`src/core/rbci_pkg.sv`:
```
// rbci_pkg: constants and types of the reset, boot and config-integrity block
// assumes a 40 MHz hclk and a 32-bit AHB-Lite register port
package rbci_pkg;
    localparam int unsigned CLK_HZ       = 40_000_000;
    localparam int unsigned INIT_MS      = 20;
    localparam int unsigned INIT_CYC_DEF = INIT_MS * (CLK_HZ / 1000);
    localparam logic [3:0]  MIN_RST_CYC_DEF = 4'h4;
    localparam logic [3:0]  WDOG_HOLD_CYC   = 4'h4;
    // register byte offsets
    localparam logic [7:0]  A_CTRL = 8'h00;
    localparam logic [7:0]  A_CMD  = 8'h04;
    localparam logic [7:0]  A_STAT = 8'h08;
    localparam logic [7:0]  A_ADDR = 8'h0c;
    localparam logic [7:0]  A_FLA  = 8'h10;
    localparam logic [7:0]  A_FLD  = 8'h14;
    localparam logic [7:0]  A_FLIP = 8'h18;
    localparam logic [7:0]  A_CFG0 = 8'h20;
    localparam logic [7:0]  A_CFG3 = 8'h2c;
    // status bit positions
    localparam int S_CFG   = 0;
    localparam int S_LOG   = 1;
    localparam int S_FW    = 2;
    localparam int S_BLANK = 3;
    localparam int S_JTAG  = 4;
    localparam int S_RNG   = 5;
    localparam int S_ECC   = 6;
    localparam int S_UPD   = 7;
    localparam logic [31:0] CMD_STORE   = 32'h0000_0001;
    localparam logic [31:0] CMD_ERASE   = 32'h0000_0002;
    localparam logic [31:0] CFG_LIMIT   = 32'h00ff_ffff;
    localparam logic [31:0] CFG_FACTORY = 32'h0000_0000;
    localparam logic [37:0] FL_ERASED   = 38'h3f_ffff_ffff;
    localparam logic [2:0]  FL_CSUM     = 3'h4;
    localparam logic [2:0]  FL_LSUM     = 3'h7;
    localparam logic [7:0]  ADDR_JTAG   = 8'h7e;
    localparam logic [7:0]  BIN_SCALE   = 8'h0c;
    localparam logic [3:0]  BIN_MIN     = 4'h4;
    localparam logic [3:0]  BIN_MAX     = 4'hb;
    typedef enum logic [5:0] {
        ST_RESET = 6'h01,
        ST_SCAN  = 6'h02,
        ST_INIT  = 6'h04,
        ST_RUN   = 6'h08,
        ST_HALT  = 6'h10,
        ST_PROG  = 6'h20
    } rbci_state_e;
endpackage

```
`src/core/rbci_top.sv`:
```
// rbci_top: device reset, boot checks, config staging and ECC data flash
// assumes AHB-Lite single word transfers and pins synchronous to hclk
//
// Summary of operation
// RL1 - hold reset while digital supply is below release threshold
// RL2 - reset pin low longer than minimum time holds device in reset
// RL3 - leave reset within 1 ms after the reset pin returns high
// RL4 - every reset exit runs a 20 ms initialization phase
// RL5 - during initialization fan pwm pins low, other pins undriven
// RL6 - after initialization run with the stored configuration
// RL7 - factory configuration: outputs hi-z, fans low, no sequencing
// RL8 - parameter writes touch RAM; store-all copies RAM into flash
// RL9 - host unprotects, erases, writes flash image, then resets
// RL10 - after in-operation update keep old config, fault logging off
// RL11 - test port disabled by default, its pins stay general purpose
// RL12 - blank data flash at power-up enables the test port
// RL13 - decoded address 126, shorted or open pin, enables test port
// RL14 - four of six test-port pins usable as general pins
// RL15 - firmware checksum mismatch: do not run, only serve bus
// RL16 - config checksum mismatch: factory config, alert, status flag
// RL17 - error-log region checked against its checksum
// RL18 - watchdog timeout resets; pins open-drain, fans low meanwhile
// RL19 - every received parameter is range checked
// RL20 - six check bits generated per 32-bit flash word
// RL21 - stored check bits correct single-bit errors on read
// RL22 - bus address derived from two address-detect pin bins
// RL23 - check code is single-error-correcting Hamming over 32 bits
`timescale 1ns/10ps
`default_nettype none
module rbci_top
#(
    parameter logic [19:0] INIT_CYC    = 20'(rbci_pkg::INIT_CYC_DEF),
    parameter logic [3:0]  MIN_RST_CYC = rbci_pkg::MIN_RST_CYC_DEF
)
(
    input  wire logic        hclk,
    input  wire logic        hresetn,
    input  wire logic        hsel,
    input  wire logic [31:0] haddr,
    input  wire logic [1:0]  htrans,
    input  wire logic        hwrite,
    input  wire logic [2:0]  hsize,
    input  wire logic [31:0] hwdata,
    input  wire logic        hready,
    output var  logic [31:0] hrdata,
    output var  logic        hreadyout,
    output var  logic        hresp,
    input  wire logic        supply_ok,
    input  wire logic        reset_pin_n,
    input  wire logic        wdog_expire,
    input  wire logic [3:0]  addr_bin_hi,
    input  wire logic [3:0]  addr_bin_lo,
    input  wire logic [31:0] fw_sum_calc,
    input  wire logic [31:0] fw_sum_ref,
    output var  logic [7:0]  general_output_pins,
    output var  logic [7:0]  general_output_pins_oe,
    output var  logic [7:0]  fan_pwm_pins,
    output var  logic        test_port_en,
    output var  logic        bus_alert_line_oe,
    output var  logic        fault_log_en,
    output var  logic        dev_in_reset
);
    import rbci_pkg::*;

    function automatic logic [37:0] ecc_enc(input logic [31:0] d); //RL23
        logic [37:0] c;
        logic [5:0]  s;
        int          k;
        c = '0;
        s = '0;
        k = 0;
        for (int p = 1; p <= 38; p++)
            if ((p & (p - 1)) != 0)
            begin
                c[p-1] = d[k];
                k++;
            end
        for (int p = 1; p <= 38; p++)
            if (c[p-1])
                s = s ^ 6'(p);
        for (int i = 0; i < 6; i++)
            c[(1 << i) - 1] = s[i];
        return c;
    endfunction

    // returns {nonzero syndrome, data}; syndromes past 38 are left uncorrected
    function automatic logic [32:0] ecc_dec(input logic [37:0] cw);
        logic [37:0] c;
        logic [31:0] d;
        logic [5:0]  s;
        int          k;
        c = cw;
        d = '0;
        s = '0;
        k = 0;
        for (int p = 1; p <= 38; p++)
            if (c[p-1])
                s = s ^ 6'(p);
        if (s != 6'h00 && s <= 6'd38)
            c[int'(s) - 1] = ~c[int'(s) - 1];
        for (int p = 1; p <= 38; p++)
            if ((p & (p - 1)) != 0)
            begin
                d[k] = c[p-1];
                k++;
            end
        return {s != 6'h00, d};
    endfunction

    logic [37:0] flash [8];
    rbci_state_e st_r, st_nxt;
    logic [3:0]  rcnt_r, rcnt_nxt, wcnt_r, wcnt_nxt;
    logic [19:0] icnt_r, icnt_nxt;
    logic [2:0]  idx_r, idx_nxt, fla_r, fla_nxt;
    logic [31:0] sum_r, sum_nxt;
    logic [31:0] ram_r [4];
    logic [31:0] ram_nxt [4];
    logic [7:0]  addr_r, addr_nxt, ph_a_r, ph_a_nxt;
    logic [7:0]  flag_r, flag_nxt;
    logic [5:0]  flip_r, flip_nxt;
    logic        wp_off_r, wp_off_nxt, erase_r, erase_nxt;
    logic        ph_v_r, ph_v_nxt, ph_we_r, ph_we_nxt;
    logic [31:0] hrdata_r, hrdata_nxt;
    logic [7:0]  gpo_r, gpo_nxt, oe_r, oe_nxt, pwm_r, pwm_nxt;
    logic        jtag_r, jtag_nxt, alert_r, alert_nxt;
    logic        logen_r, logen_nxt, inrst_r, inrst_nxt;
    logic        fw_en;
    logic [2:0]  fw_a;
    logic [37:0] fw_d;
    logic        dev_rst;
    logic [32:0] dec;
    logic [32:0] dec_rd;
    logic [37:0] flipmask;
    logic [7:0]  bin_addr;
    logic        wr_cmd;

    assign flipmask = (flip_r == 6'h00 || flip_r > 6'd38) ? 38'h0 :
                      38'h1 << (flip_r - 6'h01);
    assign wr_cmd   = ph_v_r && ph_we_r && ph_a_r == A_CMD;
    assign bin_addr = 8'({4'h0, addr_bin_hi}) * BIN_SCALE
                      + 8'({4'h0, addr_bin_lo});

    always_comb
    begin
        st_nxt     = st_r;
        rcnt_nxt   = reset_pin_n ? 4'h0 :
                     (rcnt_r == MIN_RST_CYC ? rcnt_r : rcnt_r + 4'h1);
        wcnt_nxt   = wdog_expire ? WDOG_HOLD_CYC :
                     (wcnt_r != 4'h0 ? wcnt_r - 4'h1 : 4'h0);
        // supply, held-low pin or watchdog hold keep the device in reset
        dev_rst    = !supply_ok //RL1
                     || (!reset_pin_n && rcnt_r == MIN_RST_CYC) //RL2
                     || wcnt_r != 4'h0; //RL18
        icnt_nxt   = icnt_r;
        idx_nxt    = idx_r;
        fla_nxt    = fla_r;
        sum_nxt    = sum_r;
        ram_nxt    = ram_r;
        addr_nxt   = addr_r;
        flag_nxt   = flag_r;
        flip_nxt   = flip_r;
        wp_off_nxt = wp_off_r;
        erase_nxt  = erase_r;
        jtag_nxt   = jtag_r;
        fw_en      = 1'b0;
        fw_a       = idx_r;
        fw_d       = FL_ERASED;
        dec        = ecc_dec(flash[idx_r]); //RL21
        ph_v_nxt   = hsel && htrans[1] && hready && haddr[31:8] == 24'h0;
        ph_we_nxt  = hwrite;
        ph_a_nxt   = haddr[7:0];
        case (st_r)
            ST_RESET:
            begin
                if (!dev_rst)
                begin
                    st_nxt   = ST_SCAN; //RL3
                    idx_nxt  = 3'h0;
                    sum_nxt  = 32'h0;
                    flag_nxt = 8'h08;
                    // bins outside 4..11 mean a shorted or open pin
                    if (addr_bin_hi < BIN_MIN || addr_bin_hi > BIN_MAX
                        || addr_bin_lo < BIN_MIN || addr_bin_lo > BIN_MAX)
                        addr_nxt = ADDR_JTAG; //RL13
                    else
                        addr_nxt = bin_addr; //RL22
                end
            end
            ST_SCAN:
            begin
                if (flash[idx_r] != FL_ERASED)
                    flag_nxt[S_BLANK] = 1'b0;
                if (dec[32])
                    flag_nxt[S_ECC] = 1'b1;
                idx_nxt = idx_r + 3'h1;
                if (idx_r < FL_CSUM)
                begin
                    ram_nxt[idx_r[1:0]] = dec[31:0]; //RL6
                    sum_nxt = sum_r + dec[31:0];
                end
                else if (idx_r == FL_CSUM)
                begin
                    sum_nxt = 32'h0;
                    if (sum_r != dec[31:0])
                    begin
                        flag_nxt[S_CFG] = 1'b1; //RL16
                        for (int i = 0; i < 4; i++)
                            ram_nxt[i] = CFG_FACTORY; //RL7
                    end
                end
                else if (idx_r < FL_LSUM)
                    sum_nxt = sum_r + dec[31:0];
                else
                begin
                    flag_nxt[S_LOG] = sum_r != dec[31:0]; //RL17
                    flag_nxt[S_FW]  = fw_sum_calc != fw_sum_ref; //RL15
                    jtag_nxt = flag_nxt[S_BLANK] //RL12
                               || addr_r == ADDR_JTAG; //RL13
                    st_nxt   = ST_INIT; //RL4
                    icnt_nxt = 20'h0;
                end
            end
            ST_INIT:
            begin
                icnt_nxt = icnt_r + 20'h1;
                if (icnt_r == INIT_CYC - 20'h1)
                    st_nxt = flag_r[S_FW] ? ST_HALT : ST_RUN; //RL15
            end
            ST_PROG:
            begin
                fw_en   = 1'b1;
                idx_nxt = idx_r + 3'h1;
                if (erase_r)
                    fw_d = FL_ERASED;
                else if (idx_r < FL_CSUM)
                    fw_d = ecc_enc(ram_r[idx_r[1:0]]); //RL20
                else
                    fw_d = ecc_enc(ram_r[0] + ram_r[1]
                                   + ram_r[2] + ram_r[3]);
                if (idx_r == (erase_r ? FL_LSUM : FL_CSUM))
                    st_nxt = ST_RUN;
            end
            default:
            begin
            end
        endcase
        if (ph_v_r && ph_we_r)
        begin
            if (ph_a_r == A_CTRL)
                wp_off_nxt = hwdata[0];
            else if (ph_a_r == A_CMD && st_r == ST_RUN)
            begin
                if (hwdata == CMD_STORE)
                begin
                    st_nxt    = ST_PROG; //RL8
                    erase_nxt = 1'b0;
                    idx_nxt   = 3'h0;
                end
                else if (hwdata == CMD_ERASE && wp_off_r)
                begin
                    st_nxt          = ST_PROG; //RL9
                    erase_nxt       = 1'b1;
                    idx_nxt         = 3'h0;
                    flag_nxt[S_UPD] = 1'b1; //RL10
                end
            end
            else if (ph_a_r == A_STAT)
            begin
                flag_nxt[S_CFG] = flag_r[S_CFG] & ~hwdata[S_CFG];
                flag_nxt[S_RNG] = flag_r[S_RNG] & ~hwdata[S_RNG];
                flag_nxt[S_ECC] = flag_nxt[S_ECC] & ~hwdata[S_ECC];
            end
            else if (ph_a_r == A_FLA)
                fla_nxt = hwdata[2:0];
            else if (ph_a_r == A_FLD && wp_off_r && st_r == ST_RUN)
            begin
                fw_en           = 1'b1;
                fw_a            = fla_r;
                fw_d            = ecc_enc(hwdata) ^ flipmask; //RL20
                flip_nxt        = 6'h00;
                flag_nxt[S_UPD] = 1'b1; //RL10
            end
            else if (ph_a_r == A_FLIP)
                flip_nxt = hwdata[5:0];
            else if (ph_a_r >= A_CFG0 && ph_a_r <= A_CFG3)
            begin
                if (hwdata <= CFG_LIMIT) //RL19
                    ram_nxt[ph_a_r[3:2]] = hwdata; //RL8
                else
                    flag_nxt[S_RNG] = 1'b1; //RL19
            end
        end
        hrdata_nxt = 32'h0;
        dec_rd     = ecc_dec(flash[fla_nxt]);
        if (ph_v_nxt && !hwrite)
        begin
            if (haddr[7:0] == A_CTRL)
                hrdata_nxt = {31'h0, wp_off_nxt};
            else if (haddr[7:0] == A_STAT)
                hrdata_nxt = {18'h0, st_nxt, flag_nxt};
            else if (haddr[7:0] == A_ADDR)
                hrdata_nxt = {24'h0, addr_nxt};
            else if (haddr[7:0] == A_FLA)
                hrdata_nxt = {29'h0, fla_nxt};
            else if (haddr[7:0] == A_FLD)
            begin
                hrdata_nxt = dec_rd[31:0]; //RL21
                if (dec_rd[32])
                    flag_nxt[S_ECC] = 1'b1;
            end
            else if (haddr[7:0] == A_FLIP)
                hrdata_nxt = {26'h0, flip_nxt};
            else if (haddr[7:0] >= A_CFG0 && haddr[7:0] <= A_CFG3)
                hrdata_nxt = ram_nxt[haddr[3:2]];
        end
        if (dev_rst)
        begin
            st_nxt     = ST_RESET;
            wp_off_nxt = 1'b0;
            jtag_nxt   = 1'b0; //RL11
            flag_nxt[S_UPD] = 1'b0;
        end
        flag_nxt[S_JTAG] = jtag_nxt;
        // pins follow the config only in the run and program states
        if (st_nxt == ST_RUN || st_nxt == ST_PROG)
        begin
            oe_nxt  = ram_nxt[0][7:0]; //RL6
            gpo_nxt = ram_nxt[0][15:8];
            pwm_nxt = ram_nxt[0][23:16];
            if (jtag_nxt)
                oe_nxt[3:0] = 4'h0; //RL14
        end
        else
        begin
            oe_nxt  = 8'h00; //RL5
            gpo_nxt = 8'h00;
            pwm_nxt = 8'h00; //RL18
        end
        alert_nxt = flag_nxt[S_CFG]; //RL16
        logen_nxt = (st_nxt == ST_RUN || st_nxt == ST_PROG)
                    && !flag_nxt[S_UPD]; //RL10
        inrst_nxt = st_nxt == ST_RESET;
    end

    // nonvolatile array: bus reset models a fresh, erased part
    always_ff @(posedge hclk or negedge hresetn)
    begin
        if (!hresetn)
        begin
            for (int i = 0; i < 8; i++)
                flash[i] <= FL_ERASED;
        end
        else if (fw_en)
            flash[fw_a] <= fw_d;
    end

    always_ff @(posedge hclk or negedge hresetn)
    begin
        if (!hresetn)
        begin
            st_r     <= ST_RESET;
            rcnt_r   <= 4'h0;
            wcnt_r   <= 4'h0;
            icnt_r   <= 20'h0;
            idx_r    <= 3'h0;
            fla_r    <= 3'h0;
            sum_r    <= 32'h0;
            for (int i = 0; i < 4; i++)
                ram_r[i] <= CFG_FACTORY;
            addr_r   <= 8'h00;
            flag_r   <= 8'h00;
            flip_r   <= 6'h00;
            wp_off_r <= 1'b0;
            erase_r  <= 1'b0;
            ph_v_r   <= 1'b0;
            ph_we_r  <= 1'b0;
            ph_a_r   <= 8'h00;
            hrdata_r <= 32'h0;
            gpo_r    <= 8'h00;
            oe_r     <= 8'h00;
            pwm_r    <= 8'h00;
            jtag_r   <= 1'b0;
            alert_r  <= 1'b0;
            logen_r  <= 1'b0;
            inrst_r  <= 1'b1;
        end
        else
        begin
            st_r     <= st_nxt;
            rcnt_r   <= rcnt_nxt;
            wcnt_r   <= wcnt_nxt;
            icnt_r   <= icnt_nxt;
            idx_r    <= idx_nxt;
            fla_r    <= fla_nxt;
            sum_r    <= sum_nxt;
            ram_r    <= ram_nxt;
            addr_r   <= addr_nxt;
            flag_r   <= flag_nxt;
            flip_r   <= flip_nxt;
            wp_off_r <= wp_off_nxt;
            erase_r  <= erase_nxt;
            ph_v_r   <= ph_v_nxt;
            ph_we_r  <= ph_we_nxt;
            ph_a_r   <= ph_a_nxt;
            hrdata_r <= hrdata_nxt;
            gpo_r    <= gpo_nxt;
            oe_r     <= oe_nxt;
            pwm_r    <= pwm_nxt;
            jtag_r   <= jtag_nxt;
            alert_r  <= alert_nxt;
            logen_r  <= logen_nxt;
            inrst_r  <= inrst_nxt;
        end
    end

    assign hrdata                 = hrdata_r;
    assign hreadyout              = 1'b1;
    assign hresp                  = 1'b0;
    assign general_output_pins    = gpo_r;
    assign general_output_pins_oe = oe_r;
    assign fan_pwm_pins           = pwm_r;
    assign test_port_en           = jtag_r;
    assign bus_alert_line_oe      = alert_r;
    assign fault_log_en           = logen_r;
    assign dev_in_reset           = inrst_r;
endmodule
`default_nettype wire

```
`config.mk`:
```
export PLATFORM = sky130hd
export DESIGN_NAME = rbci_top
export DESIGN_NICKNAME = d
export VERILOG_FILES = /design/src/core/rbci_pkg.sv /design/src/core/rbci_top.sv
export SDC_FILE = /design/constraint.sdc
export NUM_CORES = 2
export LEC_CHECK = 0
export BUFFER_PORTS_ARGS = -buffer_cell sky130_fd_sc_hd__buf_2
export CORE_AREA = 2 2 270 379
export CTS_CLUSTER_DIAMETER = 80
export CTS_CLUSTER_SIZE = 40
export DETAILED_ROUTE_END_ITERATION = 16
export DIE_AREA = 0 0 272 381
export PLACE_DENSITY = 0.61
export SYNTH_ARGS = -nofsm -noshare
export SYNTH_HDL_FRONTEND = slang
export SYNTH_SLANG_ARGS = --single-unit
export TNS_END_PERCENT = 30
```
`constraint.sdc`:
```
create_clock -name hclk -period 26.5 [get_ports hclk]
set_input_delay 5.3 -clock hclk [delete_from_list [all_inputs] [get_ports hclk]]
set_output_delay 5.3 -clock hclk [all_outputs]
set_load 0.02 [all_outputs]
```
Word level (Yosys, flattened, before mapping). Cells that the tools add are included.

Word-level logic and storage cells: 2291. Bits in latches: 0. Output and inout bits: 62. Bits in read-only memories: 0. Memories kept: 0. Bits in registers: 598. Input bits: 149. Memory bits (writable): 0.

Bitwise gates (word level): 183. Order comparisons: 120. Reduce and logical (&&, ||, !) cells: 46. Mux-type cells: 1769. Div/mod/pow operators: 0. Multiply operators: 1. Shift operators: 1. Add/subtract/negate cells: 102. Equality and inequality tests: 34.

Operators with widths (count): $mux 32 (390); $lt 32x7->1 const B (93); $add 32x2->32 const B (90); $mux 6 (429); $mux 128 (13); $mux 38 (17); $mux 1 (626); $bmux 1 s5 (93); $mux 5 (78); $bwmux 304 (1); $bwmux 128 (2); $bmux 38 s3 (2); $not 3->3 (65); $mux 4 (42); $add 32x32->32 (4); $bmux 32 s2 (2); $demux 32 s2 (2); $not 2->2 (62); $demux 38 s3 (1); $mux 3 (37); $not 4->4 (25); $bwmux 38 (2); $ne 32x32->1 (2); $pmux 32 s2 (1); 70 further kinds (177).

Logic depth before layout (Yosys ltp).
Word-level depth: 273. Gate-level depth with buffers: 42. Depth with buffers taken out: 37.

Worst setup path before layout. No wires, ideal clock.

Kind: in2reg. Start: input hwdata[0]. End: register hrdata_r[25] (netlist: hrdata[25]). Arrival: 10832 ps. Path buffers: 6. Slack: 15538 ps. Setup time: 130 ps. Data required time: 26370 ps. Cell stages on the path: 27. Path through: buf_2 > clkinv_1 > nor4_4 > nor2_4 > inv_4 > buf_8 > buf_12 > buf_6 > mux4_2 > mux2i_1 > xnor2_2 > xnor2_2 > xnor2_2 > xor2_4 > inv_4 > ha_1 > xor3_1 > buf_2 > mux2_1 > o22ai_1 > o211ai_1 > o221a_2 > and2_1 > buf_6 > or3_1 > a32oi_1 > nand3_1.

Longest elaborated chain between the ends: 78. Elaborated cells on any way between the ends: 115. Classes of those cells: add/sub (1); order compare (4); mux (73); bitwise (34); reduce/logical (3).

RTL lines: from (decl) (line rbci_top.sv:43) `input wire logic [31:0] hwdata,`; $mux 3 (line rbci_top.sv:273) `else if (ph_a_r == A_FLA)`; $mux 3 (line rbci_top.sv:267) `else if (ph_a_r == A_STAT)`; $mux 3 (line rbci_top.sv:251) `else if (ph_a_r == A_CMD && st_r == ST_RUN)`; $mux 3 (line rbci_top.sv:249) `if (ph_a_r == A_CTRL)`; $mux 3 (line rbci_top.sv:247) `if (ph_v_r && ph_we_r)`; $not 3->4 (implied by the code) (line rbci_top.sv:294) `dec_rd = ecc_dec(flash[fla_nxt]);`; $bmux 38 s3 (line rbci_top.sv:294); $mux 38 (implied by the code) (2 in series) (line rbci_top.sv:294); (+62 left out); $mux 38 (line rbci_top.sv:99) `if (s != 6'h00 && s <= 6'd38)`; $mux 32 (*) (line rbci_top.sv:305) `else if (haddr[7:0] == A_FLD)`; $mux 32 (*) (line rbci_top.sv:303) `else if (haddr[7:0] == A_FLA)`; $mux 32 (*) (line rbci_top.sv:301) `else if (haddr[7:0] == A_ADDR)`; $mux 32 (*) (line rbci_top.sv:299) `else if (haddr[7:0] == A_STAT)`; $mux 32 (*) (line rbci_top.sv:297) `if (haddr[7:0] == A_CTRL)`; $mux 32 (*) (line rbci_top.sv:295) `if (ph_v_nxt && !hwrite)`; via hrdata_nxt[25] (line rbci_top.sv:123) `logic [31:0] hrdata_r, hrdata_nxt;`; to (signal assigned) (line rbci_top.sv:405) `hrdata_r <= hrdata_nxt;`; to (decl) (line rbci_top.sv:123).

Mark *: on every way through the listed nets, which the timed path passes. The rest lies on a longest branch. The select of a mux whose other input is x is not followed. A chain may end at the register's enable or synchronous reset.

Worst setup path after layout.
Start: register idx_r[0]. End: register hrdata_r[21] (netlist: hrdata[21]).

Longest elaborated chain between the ends: 93. Elaborated cells on any way between the ends: 124. Classes of those cells: add/sub (1); order compare (6); eq/ne (2); mux (76); bitwise (35); reduce/logical (4).

RTL lines: from (decl) (line rbci_top.sv:114) `logic [2:0] idx_r, idx_nxt, fla_r, fla_nxt;`; from (signal assigned) (line rbci_top.sv:393) `idx_r <= idx_nxt;`; $not 3->4 (implied by the code) (line rbci_top.sv:168) `dec = ecc_dec(flash[idx_r]);`; $bmux 38 s3 (line rbci_top.sv:168); $mux 38 (implied by the code) (2 in series) (line rbci_top.sv:168); $mux 1 (line rbci_top.sv:97) `if (c[p-1])`; $mux 2 (line rbci_top.sv:97); $not 2->2 (no line); $mux 2 (line rbci_top.sv:97); $mux 3 (line rbci_top.sv:97); (+77 left out); $mux 32 (*) (line rbci_top.sv:311) `else if (haddr[7:0] == A_FLIP)`; $mux 32 (*) (line rbci_top.sv:305); $mux 32 (*) (line rbci_top.sv:303); $mux 32 (*) (line rbci_top.sv:301); $mux 32 (*) (line rbci_top.sv:299); $mux 32 (*) (line rbci_top.sv:297); $mux 32 (*) (line rbci_top.sv:295); via hrdata_nxt[21] (line rbci_top.sv:123).

Marks and branches as above.

==> impl_results.md <==
* Netlist cell types at 105
* Main combinational cell family by area after synthesis: compound AO/OA/AOI/OAI gates
* Simple-gate share of the synthesized area at 0.159
* Cts repair resizes at 0
* Final Power at 0.00269 W
* Relative slew slack at 0.0371
* Final std cells w/o fill at 6452
* Final Critical Period at 16090 ps
* Fillers at 9535
* DRT Pass-1 Iters at 8
* Post-synthesis register bit count at 596
* Peak VDD IR at 0.0520 mV
* Die Area at 104000 um2
* Pin count of the biggest net entering global routing at 151
* Post-Place Cells at 6384
* Skew-Pair Late Insertion Delay at 660 ps
* Seq/Total Area, Yosys at 0.326
* CP max stage delay at 990 ps
* DRC violations left at 0
* CTS tree: built
* Total negative setup slack at 0 ps
* Height of the die at 381 um
* Synth async-reset ratio at 1.00
* Post-DP Area at 49200 um2
* First-pass GRT wire length at 297000 um
* Gr usage total at 0.398
* Synth Warn # at 0
* CP Launch Type: register
* Post-route antenna net violation count at 0
* I/O Buffers at 204
* Total of max-cap violations at 0
* GRT overflow at 0
* Synthesized cell area at 46900 um2
* DR vias/cell at 6.64
* Fin nets at 5392
* Top cell by count, worst path: buf_4
* Post-CTS setup buffer count at 0
* Antenna violations before repair at 13
* Post-synthesis instance total at 5065
* Worst-Margin Slew at 1430 ps
* Leak Pwr at 22.0 nW
* CTS Root Cell: clkbuf_16
* Max Freq at 0.0622 GHz
* Core Rows at 138
* # setup viols final at 0
* Mean Syn Cell Area at 9.25 um2
* Clock sinks at 596
* Worst EP arrival at 16560 ps
* Xor/xnor share of the synthesized area at 0.122
* Total CTS buffers at 34
* Final Util at 0.504
* Total routed wirelength at 210000 um
* Critical path endpoint category: register
* FF-to-FF setup slack at 10410 ps
* CP max-delay cell: xnor2_1
* Critical path class: reg -> reg
* Post-synth EDFFs at 0
* Share of layout cells above drive strength 1 at 0.193
* Die width at 272 um
* CTS Buffer Depth at 3
* GPL Wtd Cong at 1.06
* Slew Viols, Final at 0
* WL/cell at 32.5 um
* Hold buffer count at CTS at 0
* Mapped Nets at 5367
* Core region area at 100000 um2
* Total I/O pin count at 211
* Status: finished clean
* Synth top area share at 0.172
* Final period util at 0.607
* Reg clk slew, reported paths at 120 ps
* Post-synthesis adder-cell area fraction at 0.0513
* 1st-iter DRT viols at 5131
* Initial Util at 0.467
* Vias in the first global route at 41001
* H-tree Lvls at 2
* Final Hold Vio Count at 0
* Worst Path Max Fanout at 38
* Commonest cells after routing, fill and taps aside: 653 x nand2_1, 454 x o21ai_0, 433 x nor2_1
* Post-synth top area cell: dfstp_2
* Main synth FF type: dfstp_2
* Multiplexer share of the synthesized area at 0.134
* Final HPWL DP at 155000 um
* Fin area at 50600 um2
* Top cells by area, synth: dfstp_2 17%, dfrtp_1 15%, mux4_2 7.2%
* Vias after detailed routing at 42835
* Worst path required time at 26970 ps
* Pwr per Cell Area at 53.2 nW/um2
* Area grow syn2layout at 7.98%
* Hold Path Class: reg -> reg
* Compound-gate portion of the synthesized area at 0.170
* Commonest non-fill, non-tap cell in the layout: nand2_1
* RSZ-0062 raised after global routing: no
* Clock Skew at 53.6 ps
[sequential cells by signal, summed over array words and instances, names as in the netlist, 6 cells and up]
| register | cells |
|---|---|
| general_output_pins_oe | 8 |
| st_r | 6 |
| hrdata | 32 |
| general_output_pins | 8 |
| ph_a_r | 8 |
| sum_r | 32 |
| ram_r | 128 |
| fan_pwm_pins | 8 |
| flash | 304 |
| flip_r | 6 |
| addr_r | 8 |
| flag_r | 8 |
| icnt_r | 20 |
[synthesized netlist by cell type (39+ instances only)]
master / n
mux2_2: 45
xor2_1: 187
a21oi_1: 165
dfstp_2: 306
dfrtp_1: 290
fa_1: 65
a221oi_1: 89
buf_2: 42
mux2i_1: 240
o21ai_0: 456
mux4_2: 149
nor2_1: 441
nor4_1: 44
nand3_1: 109
a211oi_1: 39
ha_1: 88
and2_1: 42
nand2_1: 656
xnor2_1: 378
nand4_1: 39
a22oi_1: 66
clkbuf_1: 241
o22ai_1: 51
inv_1: 68
nor3_1: 80
and3_1: 47
[final timing paths]
| path | from | endpoint | depth (start not counted) |
|---|---|---|---|
| max in group asynchronous | hresetn | flash[148]$_DFFE_PN1P_ | 4 |
| worst max-delay path | idx_r[0]$_DFF_PN0_ | hrdata[21]$_DFF_PN0_ | 32 |
| worst min-delay path | wcnt_r[0]$_DFF_PN0_ | wcnt_r[0]$_DFF_PN0_ | 1 |
| worst min register to register | wcnt_r[0]$_DFF_PN0_ | wcnt_r[0]$_DFF_PN0_ | 1 |
| worst max register to register | idx_r[0]$_DFF_PN0_ | hrdata[21]$_DFF_PN0_ | 32 |
| min in group asynchronous | hresetn | sum_r[12]$_DFFE_PN0P_ | 1 |
[report_power, final]
part	switching, W	internal, W	total (W)
sequential	0.0000264	0.000929	0.000956
clock	0.000398	0.000298	0.000696
combinational	0.000632	0.000406	0.00104
[area by class of cell]
class                           count  area [um2]  share of cell area
Antenna cell                        6        15.0            0.000297
Clock buffer                       41         961              0.0190
Clock inverter                     21         389             0.00769
Inverter                           76         290             0.00574
Multi-Input combinational cell   4060       30000               0.594
Sequential cell                   596       15300               0.303
Tap cell                         1330        1660              0.0329
Timing Repair Buffer              322        1930              0.0381
[worst max-delay path, delay by kind of cell (launching register included)]
kind            cells  cell delay [ps]
compound gates      9             4090
fa+ha+maj           2              990
buf+inv             5             2550
mux                 4             2250
simple gates        8             2510
flops               1              750
xor+xnor            4             2660
[layer usage]
layer,share of wire,up-vias,GRT usage
li1,-,18340,-
met5,0.00043,-,0
met3,0.092,867,0.0829
met4,0.11,12,0.349
met2,0.45,2649,0.628
met1,0.34,20967,0.457
[through the flow]
stage,hold WS (ps),setup slack [ps]
final,473,10410
after floorplan,424,15540
after global routing,508,10490
after CTS,482,11480
after global placement,455,11630
after detailed placement,465,11490
[kinds of logic (layout without fill, tap and decap cells)]
family | count (synthesis) | after routing
compound gates | 1227 | 1227
xor+xnor | 601 | 601
fa+ha+maj | 153 | 153
buf+inv | 409 | 460
flops | 596 | 596
mux | 436 | 436
other cells | 2 | 8
simple gates | 1641 | 1641
Note: power is estimated with default switching activity, not from simulation.
